===== config.mk =====
export PLATFORM = sky130hd
export DESIGN_NAME = system_status_output_logic
export DESIGN_NICKNAME = d
export VERILOG_FILES = /design/src/inc/status_pkg.sv /design/src/pin_sync.sv /design/src/system_status_output_logic.sv
export SDC_FILE = /design/constraint.sdc
export NUM_CORES = 1
export LEC_CHECK = 0
export ABC_AREA = 1
export BUFFER_PORTS_ARGS = -buffer_cell sky130_fd_sc_hd__buf_2
export CAP_MARGIN = 40
export CORE_ASPECT_RATIO = 1.1
export CORE_MARGIN = 2
export CORE_UTILIZATION = 48
export DETAILED_ROUTE_END_ITERATION = 12
export PLACE_DENSITY = 0.75
export RECOVER_POWER = 100
export SYNTH_ARGS = -nofsm -noshare
export SYNTH_HDL_FRONTEND = slang
export SYNTH_SLANG_ARGS = --single-unit

===== constraint.sdc =====
create_clock -name core_clk -period 1.4 [get_ports core_clk]
set_input_delay 0.07 -clock core_clk [delete_from_list [all_inputs] [get_ports core_clk]]
set_output_delay 0.07 -clock core_clk [all_outputs]
set_load 0.005 [all_outputs]

===== src/inc/status_pkg.sv =====
package status_pkg;
  // register byte offsets
  localparam logic [7:0] CTRL_OFFS = 8'h00;
  localparam logic [7:0] EVENT_OFFS = 8'h04;
  localparam logic [7:0] STATUS_OFFS = 8'h08;
  localparam logic [31:0] CTRL_RESET = 32'h0000_0000;
  // control fields
  localparam int CTRL_PENDANTLESS = 0;
  localparam int CTRL_FAILURE = 1;
  localparam int CTRL_CODE_LSB = 16;
  // event bits, write one to pulse
  localparam int EVT_MOTOR_ON = 0;
  localparam int EVT_MOTOR_OFF = 1;
  localparam int EVT_CAL_OK = 2;
  localparam int EVT_CAL_FAIL = 3;
  localparam int EVT_RUN = 4;
  localparam int EVT_END = 5;
  localparam int EVT_PANEL_STOP = 6;
  localparam int EVT_IDLE = 7;
  localparam int EVT_EXT_ON = 8;
  localparam int EVT_EXT_OFF = 9;
  localparam int EVT_WIDTH = 10;
  // status bits
  localparam int ST_SERVO = 0;
  localparam int ST_CAL = 1;
  localparam int ST_EXT = 2;
  localparam int ST_TEACH = 3;
  localparam int ST_ACK = 4;
  localparam int ST_INOP = 5;
  localparam int ST_CEND = 6;
  localparam int ST_CPU = 7;
  localparam int ST_AUTO = 8;
  localparam int ST_CAL_PEND = 9;
  localparam int ST_START_PEND = 10;
  // mode selector codes
  localparam logic [1:0] MODE_AUTO = 2'h0;
  localparam logic [1:0] MODE_MANUAL = 2'h1;
  localparam logic [1:0] MODE_TEACH = 2'h2;
  // failure codes whose servo drop is limited to external auto mode
  localparam logic [15:0] CODE_A_LO = 16'h6071;
  localparam logic [15:0] CODE_A_HI = 16'h607B;
  localparam logic [15:0] CODE_B_LO = 16'h6671;
  localparam logic [15:0] CODE_B_HI = 16'h667B;
  localparam logic [15:0] CODE_SINGLE = 16'h607F;
  // bus encodings
  localparam logic [1:0] HTRANS_NONSEQ = 2'h2;
  localparam logic HRESP_OKAY = 1'b0;
  localparam int PIN_COUNT = 14;
endpackage


===== src/pin_sync.sv =====
`timescale 1ns/10ps
// two-stage synchroniser; no reset so that the health level passes through reset
module pin_sync #(
  parameter int WIDTH = 1
) (
  input wire logic core_clk,
  input wire logic [WIDTH-1:0] async_in,
  output logic [WIDTH-1:0] sync_out
);
  logic [WIDTH-1:0] meta_r;
  logic [WIDTH-1:0] sync_r;

  always_ff @(posedge core_clk) begin
    meta_r <= async_in;
    sync_r <= meta_r;
  end

  assign sync_out = sync_r;
endmodule


===== src/system_status_output_logic.sv =====
`timescale 1ns/10ps
module system_status_output_logic (
  input wire logic core_clk,
  input wire logic reset_n,
  input wire logic hsel,
  input wire logic [31:0] haddr,
  input wire logic [1:0] htrans,
  input wire logic hwrite,
  input wire logic [2:0] hsize,
  input wire logic [31:0] hwdata,
  input wire logic hready,
  output logic hreadyout,
  output logic [31:0] hrdata,
  output logic hresp,
  input wire logic motor_power_request,
  input wire logic calibration_request,
  input wire logic external_mode_request,
  input wire logic prep_strobe,
  input wire logic robot_stop,
  input wire logic auto_enable,
  input wire logic program_start_request,
  input wire logic all_inst_stop,
  input wire logic all_step_stop,
  input wire logic [1:0] panel_mode,
  input wire logic [1:0] pendant_mode,
  input wire logic cpu_health,
  output logic servo_on,
  output logic cal_complete,
  output logic external_mode,
  output logic teaching,
  output logic start_ack,
  output logic in_operation,
  output logic cycle_end,
  output logic auto_mode,
  output logic cpu_healthy
);
  typedef struct packed {
    logic servo;
    logic cal_done;
    logic ext;
    logic teach;
    logic ack;
    logic inop;
    logic cend;
    logic auto_on;
    logic cal_pend;
    logic strobe_d;
    logic fail_d;
    logic pendantless;
    logic failure;
    logic [15:0] code;
    logic wr_pend;
    logic [7:0] wr_addr;
    logic [31:0] rdata;
  } state_s;

  state_s state_r;
  state_s state_nxt;

  logic [status_pkg::PIN_COUNT-1:0] pin_raw;
  logic [status_pkg::PIN_COUNT-1:0] pin_s;
  logic motor_req_s;
  logic cal_req_s;
  logic ext_req_s;
  logic strobe_s;
  logic stop_s;
  logic auto_en_s;
  logic start_req_s;
  logic inst_stop_s;
  logic step_stop_s;
  logic [1:0] panel_mode_s;
  logic [1:0] pendant_mode_s;
  logic health_s;

  logic [status_pkg::EVT_WIDTH-1:0] evt;
  logic [31:0] status_word;
  logic [31:0] ctrl_word;
  logic addr_ok;
  logic strobe_rise;
  logic motor_ok;
  logic cal_ok;
  logic ext_ok;
  logic fail_rise;
  logic code_listed;
  logic ext_auto;
  logic servo_fail_drop;
  logic stop_all;
  logic panel_manual;
  logic pendant_manual;
  logic both_auto;

  assign pin_raw = {cpu_health, pendant_mode, panel_mode, all_step_stop, all_inst_stop,
                    program_start_request, auto_enable, robot_stop, prep_strobe,
                    external_mode_request, calibration_request, motor_power_request};

  // every pin passes two flops before any logic reads it
  pin_sync #(
    .WIDTH(status_pkg::PIN_COUNT)
  ) u_pin_sync (
    .core_clk(core_clk),
    .async_in(pin_raw),
    .sync_out(pin_s)
  );

  assign motor_req_s = pin_s[0];
  assign cal_req_s = pin_s[1];
  assign ext_req_s = pin_s[2];
  assign strobe_s = pin_s[3];
  assign stop_s = pin_s[4];
  assign auto_en_s = pin_s[5];
  assign start_req_s = pin_s[6];
  assign inst_stop_s = pin_s[7];
  assign step_stop_s = pin_s[8];
  assign panel_mode_s = pin_s[10:9];
  assign pendant_mode_s = pin_s[12:11];
  assign health_s = pin_s[13];

  // function inputs must already stand when the strobe edge is seen
  assign strobe_rise = strobe_s && !state_r.strobe_d;
  assign motor_ok = strobe_rise && motor_req_s;
  assign cal_ok = strobe_rise && cal_req_s;
  assign ext_ok = strobe_rise && ext_req_s;

  assign fail_rise = state_r.failure && !state_r.fail_d;
  assign code_listed = ((state_r.code >= status_pkg::CODE_A_LO) &&
                        (state_r.code <= status_pkg::CODE_A_HI)) ||
                       ((state_r.code >= status_pkg::CODE_B_LO) &&
                        (state_r.code <= status_pkg::CODE_B_HI)) ||
                       (state_r.code == status_pkg::CODE_SINGLE);
  assign ext_auto = state_r.ext && state_r.auto_on;
  assign servo_fail_drop = fail_rise && (!code_listed || ext_auto);
  assign stop_all = stop_s || inst_stop_s || step_stop_s || evt[status_pkg::EVT_PANEL_STOP];
  assign panel_manual = (panel_mode_s == status_pkg::MODE_MANUAL) ||
                        (panel_mode_s == status_pkg::MODE_TEACH);
  assign pendant_manual = (pendant_mode_s == status_pkg::MODE_MANUAL) ||
                          (pendant_mode_s == status_pkg::MODE_TEACH);
  assign both_auto = (panel_mode_s == status_pkg::MODE_AUTO) &&
                     (pendant_mode_s == status_pkg::MODE_AUTO);

  assign addr_ok = hsel && hready && (htrans == status_pkg::HTRANS_NONSEQ);

  always_comb begin
    status_word = '0;
    status_word[status_pkg::ST_SERVO] = state_r.servo;
    status_word[status_pkg::ST_CAL] = state_r.cal_done;
    status_word[status_pkg::ST_EXT] = state_r.ext;
    status_word[status_pkg::ST_TEACH] = state_r.teach;
    status_word[status_pkg::ST_ACK] = state_r.ack;
    status_word[status_pkg::ST_INOP] = state_r.inop;
    status_word[status_pkg::ST_CEND] = state_r.cend;
    status_word[status_pkg::ST_CPU] = health_s;
    status_word[status_pkg::ST_AUTO] = state_r.auto_on;
    status_word[status_pkg::ST_CAL_PEND] = state_r.cal_pend;
    status_word[status_pkg::ST_START_PEND] = start_req_s && !state_r.ack;
    ctrl_word = '0;
    ctrl_word[status_pkg::CTRL_PENDANTLESS] = state_r.pendantless;
    ctrl_word[status_pkg::CTRL_FAILURE] = state_r.failure;
    ctrl_word[status_pkg::CTRL_CODE_LSB +: 16] = state_r.code;
  end

  always_comb begin
    state_nxt = state_r;
    evt = '0;
    // address phase; zero wait states, read data registered for the data phase
    state_nxt.wr_pend = addr_ok && hwrite;
    if (addr_ok) begin
      state_nxt.wr_addr = haddr[7:0];
      if (!hwrite) begin
        unique case (haddr[7:0])
          status_pkg::CTRL_OFFS: state_nxt.rdata = ctrl_word;
          status_pkg::STATUS_OFFS: state_nxt.rdata = status_word;
          default: state_nxt.rdata = '0;
        endcase
      end
    end
    // data phase of a write
    if (state_r.wr_pend) begin
      if (state_r.wr_addr == status_pkg::CTRL_OFFS) begin
        state_nxt.pendantless = hwdata[status_pkg::CTRL_PENDANTLESS];
        state_nxt.failure = hwdata[status_pkg::CTRL_FAILURE];
        state_nxt.code = hwdata[status_pkg::CTRL_CODE_LSB +: 16];
      end else if (state_r.wr_addr == status_pkg::EVENT_OFFS) begin
        evt = hwdata[status_pkg::EVT_WIDTH-1:0];
      end
    end
    state_nxt.strobe_d = strobe_s;
    state_nxt.fail_d = state_r.failure;

    // servo: clears win, since a stop must never be overridden
    if (evt[status_pkg::EVT_MOTOR_ON] || motor_ok) begin
      state_nxt.servo = 1'b1;
    end
    if (stop_s || evt[status_pkg::EVT_MOTOR_OFF] || servo_fail_drop) begin
      state_nxt.servo = 1'b0;
    end

    // external calibration request waits for software; new request beats the clear
    if (evt[status_pkg::EVT_CAL_OK] || evt[status_pkg::EVT_CAL_FAIL]) begin
      state_nxt.cal_pend = 1'b0;
    end
    if (cal_ok) begin
      state_nxt.cal_pend = 1'b1;
    end
    if (evt[status_pkg::EVT_CAL_OK]) begin
      state_nxt.cal_done = 1'b1;
    end
    if (evt[status_pkg::EVT_CAL_FAIL]) begin
      state_nxt.cal_done = 1'b0;
    end

    // external mode; a step stop is deliberately absent from the clears
    if (ext_ok || evt[status_pkg::EVT_EXT_ON]) begin
      state_nxt.ext = 1'b1;
    end
    if (stop_s || fail_rise || evt[status_pkg::EVT_EXT_OFF]) begin
      state_nxt.ext = 1'b0;
    end
    if (!auto_en_s) begin
      state_nxt.ext = 1'b0;
    end
    if (state_r.ext && pendant_manual) begin
      state_nxt.ext = 1'b0;
    end

    // teaching holds its value while selectors say auto but auto-enable is off
    if (panel_manual || pendant_manual) begin
      state_nxt.teach = 1'b1;
    end else if (both_auto && auto_en_s) begin
      state_nxt.teach = 1'b0;
    end

    // auto mode ignores every stop request
    if (panel_manual || pendant_manual) begin
      state_nxt.auto_on = 1'b0;
    end else if (!auto_en_s && !state_r.pendantless) begin
      state_nxt.auto_on = 1'b0;
    end else if (both_auto) begin
      state_nxt.auto_on = 1'b1;
    end

    // four-phase start handshake
    if (evt[status_pkg::EVT_RUN] && start_req_s) begin
      state_nxt.ack = 1'b1;
    end
    if (!start_req_s) begin
      state_nxt.ack = 1'b0;
    end

    if (evt[status_pkg::EVT_RUN]) begin
      state_nxt.inop = 1'b1;
    end
    if (evt[status_pkg::EVT_IDLE] || stop_all) begin
      state_nxt.inop = 1'b0;
    end

    // end of any task sets it; pre-reading means motion may still be in progress
    if (evt[status_pkg::EVT_RUN]) begin
      state_nxt.cend = 1'b0;
    end
    if (evt[status_pkg::EVT_END]) begin
      state_nxt.cend = 1'b1;
    end
  end

  always_ff @(posedge core_clk or negedge reset_n) begin
    if (!reset_n) begin
      state_r <= '0;
    end else begin
      state_r <= state_nxt;
    end
  end

  assign hreadyout = 1'b1;
  assign hresp = status_pkg::HRESP_OKAY;
  assign hrdata = state_r.rdata;
  assign servo_on = state_r.servo;
  assign cal_complete = state_r.cal_done;
  assign external_mode = state_r.ext;
  assign teaching = state_r.teach;
  assign start_ack = state_r.ack;
  assign in_operation = state_r.inop;
  assign cycle_end = state_r.cend;
  assign auto_mode = state_r.auto_on;
  // synchronised but not reset, so the health level is visible during reset
  assign cpu_healthy = health_s;
endmodule


==> impl_metrics.py, run 1 <==
metrics = {
    "outcome": {
        "outcome": "finished with violations",
        "violations": "negative setup slack",
    },
    "synth": {
        "ys_warn_count": 0,
        "synth.area.top_cells": "dfrtp_1 44%, dfxtp_1 15%, nand2_1 7.8%, buf_4 7.3%, inv_1 4.6%",
        "syn_area_per_cell_um2": 9.481,
        "synth_seq_cells": 93,
        "synth.most_common_cell": "nand2_1",
        "synth_top_area_share_pct": 44.22,
        "async_flop_share_pct": 69.89,
        "synth_area_um2": 3679,
        "synth_common_cells": "76 x nand2_1, 65 x dfrtp_1, 45 x inv_1",
        "synth_edf_count": 0,
        "ys_seq_area_share_pct": 59.46,
        "synth_cell_types": 31,
        "synthFlopType": "dfrtp_1",
        "synth_cells": 388,
        "yosys.area.top_type": "dfrtp_1",
    },
    "cts": {
        "cts_tree": "yes",
        "clk_latency_ns": 0.36,
        "cts_num_sinks": 93,
        "htreeDepth": 3,
        "clk_pin_slew_ns": 0.10,
        "cts_root_buffer": "clkbuf_8",
        "numCtsBuffers": 9,
        "clock_path_buffers": 2,
    },
    "critical_path": {
        "crit_cells": 6,
        "crit_family": "simple AND/OR/NAND/NOR gates",
        "reg2reg_slack_ns": -0.02,
        "cp_max_fo": 7,
        "crit_start": "state_r[37]",
        "cp-endpoint": "start_ack",
        "worst-endpoint-arrival_ns": 1.72,
        "r2r-start": "state_r[37]",
        "end_kind": "flop",
        "crit_slowest_cell": "dfrtp_1",
        "r2r_cells": 6,
        "cp-start-kind": "flop",
        "crit_buf_inv": 1,
        "worst_ep_required_time_ns": 1.71,
        "rr_endpoint": "start_ack",
        "max_stage_delay_ns": 0.38,
        "worstSetupPathType": "flop to flop",
        "cp_cell_sequence": "or2_4, nor2_8, nand2_4, nor2_4, buf_4, o21a_1",
    },
    "route": {
        "drc": 0,
        "vias": 2913,
        "drt-initial-drc-count": 162,
        "first_pass_iters": 4,
        "postRouteAntennaNets": 0,
        "wire_per_inst_um": 13.29,
        "wirelength_um": 8095,
        "viasPerCell": 4.783,
    },
    "global_routing": {
        "grt.overflow.total": 0,
        "grt_start_max_net_pins": 66,
        "grt_usage_pct": 19.11,
        "antenna_found_initial": 0,
        "grt_pass1_vias": 2719,
        "grt_pass1_wl_um": 12210,
    },
    "sta": {
        "post-route-min-period_ns": 1.415,
        "setup_viol": 6,
        "rsz0062_at_grt": "true",
        "fin_crit_sh_pct": 101.1,
        "worst_slew_pin_slew_ns": 0.8630,
        "maxSlewViolCount": 0,
        "timing.hold.ws_ns": 0.07164,
        "finalHoldViolations": 0,
        "setup_slack_ns": -0.01519,
        "fin_worst_skew_ns": 0.01207,
        "fmax_mhz": 706.6,
        "max_slew_margin_pct": 42.46,
    },
    "final_layout": {
        "multiInputGateArea_um2": 1184,
        "nFillCells": 586,
        "seqCellArea_um2": 2187,
        "n_antenna_cell": 0,
        "drive_gt1_share_pct": 31.99,
        "syn_to_final_growth_pct": 33.98,
        "final_nets": 607,
    },
    "pwr": {
        "max-vdd-ir-drop_mv": 1.182,
        "total_power_uw": 5757,
        "p_leak_uw": 0.002559,
        "powerDensity_nw_per_um2": 1168,
    },
    "flow_run": {
        "max_cap_violations": 0,
    },
    "place": {
        "gp_congestion": 0.7828,
        "place_hpwl_um": 5092,
        "io_buffers": 90,
    },
    "die": {
        "die_h_um": 95.82,
        "row_count": 33,
        "die_w_um": 87.47,
        "initial_utilization_pct": 49.49,
        "ios": 131,
        "dieArea_um2": 8381,
        "coreArea_um2": 7432,
    },
    "min_path": {
        "hold_path_class": "primary input to flop",
    },
}
-- worst reg2reg max path: stages (launching register included) --
cell and delay, ns:
dfrtp_1 0.38, or2_4 0.28, nor2_8 0.21, nand2_4 0.13, nor2_4 0.16, buf_4 0.12
o21a_1 0.09
-- per-stage QoR --
step	setup slack (ns)	area (um^2)	utilization, %	cells	TNS (ns)
after floorplan	0.1161	3697	-	393	0
after CTS	0.005884	4684	63.03	599	0
after global placement	0.03689	3996	53.77	534	0
after detailed placement	0.01454	3996	53.77	534	0
after global routing	-0.07148	4928	66.31	609	-0.8253
final	-0.01519	4928	66.31	609	-0.04886
-- layout by cell type, fill, tap and decap left out, drive strengths merged --
cell type / n
a21boi: 1
a21oi: 18
a31o: 1
buf: 102
clkbuf: 11
clkinv: 3
conb: 7
dfrtp: 65
dfxtp: 28
dlygate4sd3: 49
ha: 2
inv: 51
nand2: 82
nand3: 22
nand4: 4
nor2: 35
nor3: 4
o211ai: 1
o21a: 1
o21ai: 32
or2: 2
xnor2: 1
-- cells by family after synthesis --
kind of cell	share of synthesized area [%]
AOI/OAI and AO/OA	7.790
xor gates and xnor gates	0.2381
adders and majority gates	0.6802
buffers and inverters	13.44
DFF	59.46
other	0.2042
and+or+nand+nor	18.20
-- power by group --
| part | switching (uW) | internal [uW] | total (uW) |
|---|---|---|---|
| combinational | 498 | 413 | 911 |
| sequential | 163 | 2940 | 3100 |
| clock | 1040 | 705 | 1750 |
-- metal layers --
metal	global-route usage [%]	wire length (um)	up-vias
li1	-	-	1446
met4	8.077	154	0
met2	33.02	4181	77
met1	22.99	3444	1377
met5	0	0	-
met3	4.202	314	13
-- area by class of cell --
cell class / instances / area share (%)
clock buffer: 9 / 2.513
tap: 87 / 2.209
inverter: 47 / 3.630
sequential: 93 / 44.38
timing repair buffer: 153 / 21.76
multi-input combinational: 213 / 24.02
clock inverter: 7 / 1.498
-- how the worst min path moves through the flow --
stage                     startpoint          end  slack, ns  depth (start not counted)
final                      hwdata[4]    cycle_end       0.07                          4
after global routing       hwdata[4]    cycle_end       0.09                          4
after CTS                  hwdata[4]    start_ack       0.08                          4
after detailed placement     reset_n   hrdata[17]       0.11                          2
after global placement       reset_n  state_r[39]       0.11                          2
after floorplan              reset_n    auto_mode      -0.23                          0
-- flip-flops by register name, summed over array words and instances, names as in the netlist --
name / cells
servo_on: 1
teaching: 1
hrdata: 27
start_ack: 1
state_r: 12
ctrl_word: 18
cal_complete: 1
external_mode: 1
u_pin_sync.meta_r: 14
u_pin_sync.sync_out: 14
auto_mode: 1
cycle_end: 1
in_operation: 1
-- what timing repair did --
action	in CTS	in global routing
setup endpoints to repair	0	40
hold buffers	49	0
resized for setup	0	45
hold endpoints to repair	111	0
buffers inserted	0	8
Power figures use the tool's default switching activity.
==> run 2: changes to the inputs <==
Settings changed: ABC_AREA 1 to not set, BUFFER_PORTS_ARGS -buffer_cell sky130_fd_sc_hd__buf_2 to not set, DONT_BUFFER_PORTS set to 1, PLACE_DENSITY 0.75 to 0.61.
==> run 2 against run 1 <==
  * The flow finishes with violations (negative hold slack, negative setup slack)
  * Fmax down 23%
  * Global-route usage fell by 0.72 points
  * Hold slack got worse by 0.68 ns
  * Wire length shrank 15%
  * Die area fell by 5.0%
  * First-iteration DRC count shrank 58%
  * Register-to-register slack got worse by 0.43 ns
  * Synthesized cell count is 35% lower
  * Clock power increased by 3%
==> impl_metrics.py, run 2 <==
metrics = {
    "outcome": {
        "outcome": "finished with violations",
        "violations": "negative hold slack, negative setup slack",
    },
    "cts": {
        "holdBufCountCts": 48,
        "clk_latency_ns": 0.36,
        "cts_root_buffer": "clkbuf_8",
        "htreeDepth": 3,
        "numCtsBuffers": 9,
        "clk_pin_slew_ns": 0.09,
        "cts_tree": "yes",
        "cts_num_sinks": 93,
        "clock_path_buffers": 2,
    },
    "critical_path": {
        "crit_start": "state_r[36]",
        "max_stage_delay_ns": 0.58,
        "r2r-start": "state_r[36]",
        "crit_buf_inv": 2,
        "r2r_cells": 5,
        "worstSetupPathType": "flop to flop",
        "crit_slowest_cell": "or4b_4",
        "cp_max_fo": 5,
        "end_kind": "flop",
        "worst_ep_required_time_ns": 1.64,
        "crit_top_cell": "buf_6",
        "crit_family": "simple AND/OR/NAND/NOR gates",
        "worst-endpoint-arrival_ns": 2.08,
        "cp_cell_sequence": "or4b_4, nor3_4, buf_6, buf_6, mux2_4",
        "crit_cells": 5,
        "cp-start-kind": "flop",
    },
    "synth": {
        "synth_top_area_share_pct": 46.66,
        "synth_cells": 254,
        "ys_warn_count": 0,
        "synth_edf_count": 0,
        "syn_area_per_cell_um2": 13.72,
        "synthFlopType": "dfrtp_1",
        "ys_seq_area_share_pct": 62.74,
        "synth_area_um2": 3486,
        "synth.most_common_cell": "dfrtp_1",
        "synth.area.top_cells": "dfrtp_1 47%, dfxtp_1 16%, mux2_2 8.4%, buf_4 7.8%, a22o_1 6.5%",
        "synth_cell_types": 46,
        "synth_seq_cells": 93,
        "yosys.area.top_type": "dfrtp_1",
        "synth_common_cells": "65 x dfrtp_1, 36 x buf_4, 28 x dfxtp_1",
        "async_flop_share_pct": 69.89,
    },
    "route": {
        "wire_per_inst_um": 17.87,
        "wirelength_um": 6879,
        "drt-initial-drc-count": 68,
        "first_pass_iters": 4,
        "vias": 2075,
        "postRouteAntennaNets": 0,
        "drc": 0,
        "viasPerCell": 5.390,
    },
    "die": {
        "die_w_um": 85.25,
        "die_h_um": 93.38,
        "dieArea_um2": 7960,
        "coreArea_um2": 7007,
        "row_count": 32,
        "initial_utilization_pct": 49.75,
        "ios": 131,
    },
    "global_routing": {
        "grt_start_max_net_pins": 66,
        "grt.overflow.total": 0,
        "grt_pass1_wl_um": 11190,
        "antenna_found_initial": 0,
        "grt_usage_pct": 18.39,
        "grt_pass1_vias": 2211,
    },
    "place": {
        "place_hpwl_um": 4499,
        "io_buffers": 0,
        "gp_congestion": 0.7355,
        "dp_cells": 315,
    },
    "sta": {
        "setup_slack_ns": -0.4420,
        "finalHoldViolations": 65,
        "setup_viol": 25,
        "maxSlewViolCount": 0,
        "fmax_mhz": 542.9,
        "rsz0062_at_grt": "true",
        "worst_slew_pin_slew_ns": 0.6207,
        "max_slew_margin_pct": 58.62,
        "post-route-min-period_ns": 1.842,
        "fin_worst_skew_ns": 0.008607,
        "timing.hold.ws_ns": -0.6077,
        "fin_crit_sh_pct": 131.6,
    },
    "final_layout": {
        "drive_gt1_share_pct": 24.67,
        "final_cell_mix": "65 x dfrtp_1, 48 x dlygate4sd3_1, 28 x dfxtp_1, 26 x a22o_1, 18 x mux2_4",
        "finalNonFillerCells": 385,
        "final_nets": 385,
        "syn_to_final_growth_pct": 22.86,
        "largest_reg_flops": 27,
        "layout_commonest_cell": "dfrtp_1",
        "n_antenna_cell": 0,
    },
    "pwr": {
        "p_leak_uw": 0.001947,
        "max-vdd-ir-drop_mv": 0.8546,
        "powerDensity_nw_per_um2": 1187,
    },
    "min_path": {
        "hold_path_class": "primary input to async pin",
    },
    "flow_run": {
        "max_cap_violations": 0,
    },
}
-- run 2: changes by cell type after synthesis, moves of 18 or more --
cell,change
o21ai_1,-18
inv_1,-38
nand3_1,-20
mux2_2,+26
a22o_1,+26
nor2_1,-26
nand2_1,-69
-- run 2: report_power, final --
part           internal, uW  switching (uW)  total (uW)  leakage (uW)
Sequential             2820            98.2        2920       0.00111
Clock                   846             962        1810      0.000102
Combinational           241             119         360      0.000735
Total                  3900            1180        5080       0.00195
-- run 2: per-layer routing --
layer  vias to the layer above  wire length (um)  global-route usage, %
li1                        957                 -                      -
met5                         -                 0                      0
met3                        14               442                  6.443
met4                         0               120                  7.143
met1                      1026              2867                  23.11
met2                        78              3449                  29.17
-- run 2: repair_timing --
item                                    4_1_cts  5_1_grt
resized for setup                             9       20
gates cloned                                  0        2
endpoints found under the hold margin       113       65
buffers inserted                              1        4
pin swaps                                     3        5
endpoints found under the setup margin       25       25
-- run 2: cells by family after synthesis --
kind of cell	count (synthesis)	share of synthesized area, %
AO/OA/AOI/OAI	48	11.13
buffers and inverters	49	9.512
multiplexers	26	8.399
adder cells (fa/ha/maj)	2	0.7178
XOR/XNOR	1	0.2513
flip-flops	93	62.74
other	2	0.2154
AND/OR/NAND/NOR	33	7.035
-- run 2: layout make-up --
| class | instances | area (um^2) |
|---|---|---|
| clock buffer | 9 | 123.9 |
| clock inverter | 7 | 76.32 |
| fill | 563 | 2724 |
| inverter | 7 | 26.28 |
| multi-input combinational | 117 | 1107 |
| sequential | 93 | 2187 |
| tap | 85 | 106.4 |
| timing repair buffer | 67 | 655.6 |
-- run 2: worst paths after layout --
| kind | slack, ns | to |
|---|---|---|
| max in group asynchronous | 1.89 | hrdata[2] |
| setup / recovery | -0.44 | ctrl_word[20] |
| hold / removal | -0.61 | hrdata[17] |
| min in group core_clk | 0.02 | external_mode |
| setup reg to reg | -0.44 | ctrl_word[20] |
| hold reg to reg | 0.33 | u_pin_sync.sync_out[4] |
-- run 2: per-stage QoR --
| stage | utilization (%) | area, um^2 | power [uW] | setup slack (ns) | setup TNS (ns) |
|---|---|---|---|---|---|
| floorplan | - | 3552 | 3142 | -0.4976 | -9.112 |
| global placement | 49.52 | 3470 | 3192 | -0.4349 | -9.149 |
| detailed placement | 49.52 | 3470 | 3200 | -0.4595 | -10.34 |
| CTS | 59.75 | 4187 | 5129 | -0.4340 | -10.06 |
| global route | 61.12 | 4283 | 5298 | -0.4998 | -11.74 |
| finish | 61.12 | 4283 | 5084 | -0.4420 | -10.34 |
==> run 3: changes to the inputs <==
Settings changed: PLACE_DENSITY 0.61 to 0.71.
==> run 3 against run 2 <==
  * Global-route usage grew 0.22 points
  * Highest routed layer unchanged
  * The run still ends with negative hold slack, negative setup slack left
  * Clock power shrank 6%
  * Die area is the same
  * Largest cell class unchanged
==> impl_metrics.py, run 3 (synthesis results as in run 2) <==
metrics = {
    "cts": {
        "clock_path_buffers": 2,
        "numCtsBuffers": 9,
        "cts_num_sinks": 93,
        "holdBufCountCts": 47,
        "cts_root_buffer": "clkbuf_8",
        "clk_pin_slew_ns": 0.09,
        "htreeDepth": 3,
        "cts_tree": "yes",
        "clk_latency_ns": 0.36,
    },
    "pwr": {
        "power.internal_uw": 3893,
        "max-vdd-ir-drop_mv": 0.8231,
        "p_switching_uw": 1081,
        "power_frac_seq_pct": 58.7,
        "p_leak_uw": 0.001912,
        "p_clk_share_pct": 34.4,
        "power_frac_comb_pct": 6.9,
        "swShare_pct": 21.73,
        "powerDensity_nw_per_um2": 1184,
    },
    "critical_path": {
        "cp_max_fo": 4,
        "end_kind": "flop",
        "worst-endpoint-arrival_ns": 2.07,
        "r2r-start": "state_r[37]",
        "reg2reg_slack_ns": -0.44,
        "worstSetupPathType": "flop to flop",
        "rr_endpoint": "external_mode",
        "r2r_cells": 4,
        "cp-start-kind": "flop",
        "worst_ep_required_time_ns": 1.63,
    },
    "sta": {
        "finalHoldViolations": 66,
        "max_slew_margin_pct": 59.24,
        "maxSlewViolCount": 0,
        "fin_crit_sh_pct": 131.2,
        "post-route-min-period_ns": 1.836,
        "tns_ns": -9.485,
        "timing.hold.ws_ns": -0.6090,
        "rsz0062_at_grt": "true",
        "fmax_mhz": 544.5,
        "setup_slack_ns": -0.4364,
        "worst_slew_pin_slew_ns": 0.6114,
        "setup_viol": 25,
        "fin_worst_skew_ns": 0.01170,
    },
    "route": {
        "wire_per_inst_um": 18.13,
        "vias": 2054,
        "first_pass_iters": 4,
        "postRouteAntennaNets": 0,
        "drt-initial-drc-count": 52,
        "viasPerCell": 5.391,
        "drc": 0,
        "wirelength_um": 6908,
    },
    "global_routing": {
        "grt_pass1_wl_um": 11230,
        "grt_usage_pct": 18.60,
        "antenna_found_initial": 0,
        "grt.overflow.total": 0,
        "grt_pass1_vias": 2220,
        "grt_start_max_net_pins": 66,
    },
    "final_layout": {
        "finish.utilization_pct": 59.93,
        "syn_to_final_growth_pct": 20.46,
        "final_nets": 381,
        "largest_reg_flops": 27,
        "finish.instance_area_um2": 4199,
        "drive_gt1_share_pct": 23.65,
        "final_cell_mix": "65 x dfrtp_1, 47 x dlygate4sd3_1, 28 x dfxtp_1, 26 x a22o_1, 16 x mux2_2",
        "layout_commonest_cell": "dfrtp_1",
        "n_antenna_cell": 0,
    },
    "die": {
        "ios": 131,
        "coreArea_um2": 7007,
        "die_h_um": 93.38,
        "dieArea_um2": 7960,
        "die_w_um": 85.25,
        "row_count": 32,
        "initial_utilization_pct": 49.75,
    },
    "outcome": {
        "outcome": "finished with violations",
        "violations": "negative hold slack, negative setup slack",
    },
    "place": {
        "gp_congestion": 0.7490,
        "placed_cell_area_um2": 3477,
        "io_buffers": 0,
        "place_hpwl_um": 4664,
        "place_ws_ns": -0.4146,
    },
    "flow_run": {
        "max_cap_violations": 0,
    },
    "min_path": {
        "hold_path_class": "primary input to async pin",
    },
}
[run 3: worst max-delay path, stage by stage, from the launching register on]
cell and delay, ns:
dfrtp_1 0.38, or4_4 0.57, nor3_4 0.29, a221oi_1 0.13, a2111oi_0 0.33
[run 3: power by group through the flow]
stage | Clock (uW) | Sequential, uW | Combinational (uW)
finish | 1710 | 2920 | 344
global route | 1880 | 2940 | 376
CTS | 1760 | 2920 | 337
detailed placement | 0 | 2980 | 226
global placement | 0 | 2970 | 220
floorplan | 0 | 2940 | 201
[run 3: routing by layer]
layer,global-route usage [%],wire (um)
met5,0,0
met4,8.730,172
met3,6.090,503
met2,29.95,3385
met1,22.60,2847
[run 3: area by class of cell]
| cell class | count | area (um^2) |
|---|---|---|
| clock buffer | 13 | 180.2 |
| clock inverter | 3 | 17.52 |
| fill | 551 | 2808 |
| inverter | 7 | 26.28 |
| multi-input combinational | 117 | 1070 |
| sequential | 93 | 2187 |
| tap | 85 | 106.4 |
| timing repair buffer | 63 | 611.8 |
[run 3: worst max-delay path by stage]
stage,from,cells after the start,slack (ns),endpoint
after floorplan,state_r[37],4,-0.50,ctrl_word[0]
after global placement,state_r[37],4,-0.39,ctrl_word[26]
after global routing,state_r[37],4,-0.60,external_mode
final,state_r[37],4,-0.44,external_mode
after CTS,state_r[37],4,-0.41,ctrl_word[28]
after detailed placement,state_r[32],4,-0.41,ctrl_word[28]
[run 3: what timing repair did]
action / 4_1_cts / 5_1_grt
gates resized for setup: 2 / 9
pin swaps: 0 / 3
endpoints found under the setup margin: 25 / 25
setup buffers: 0 / 2
hold endpoints to repair: 113 / 66
[run 3: per-stage QoR]
stage / instances / total power, uW
floorplan: 259 / 3142
global placement: 316 / 3187
detailed placement: 316 / 3202
CTS: 379 / 5015
global route: 381 / 5192
finish: 381 / 4973
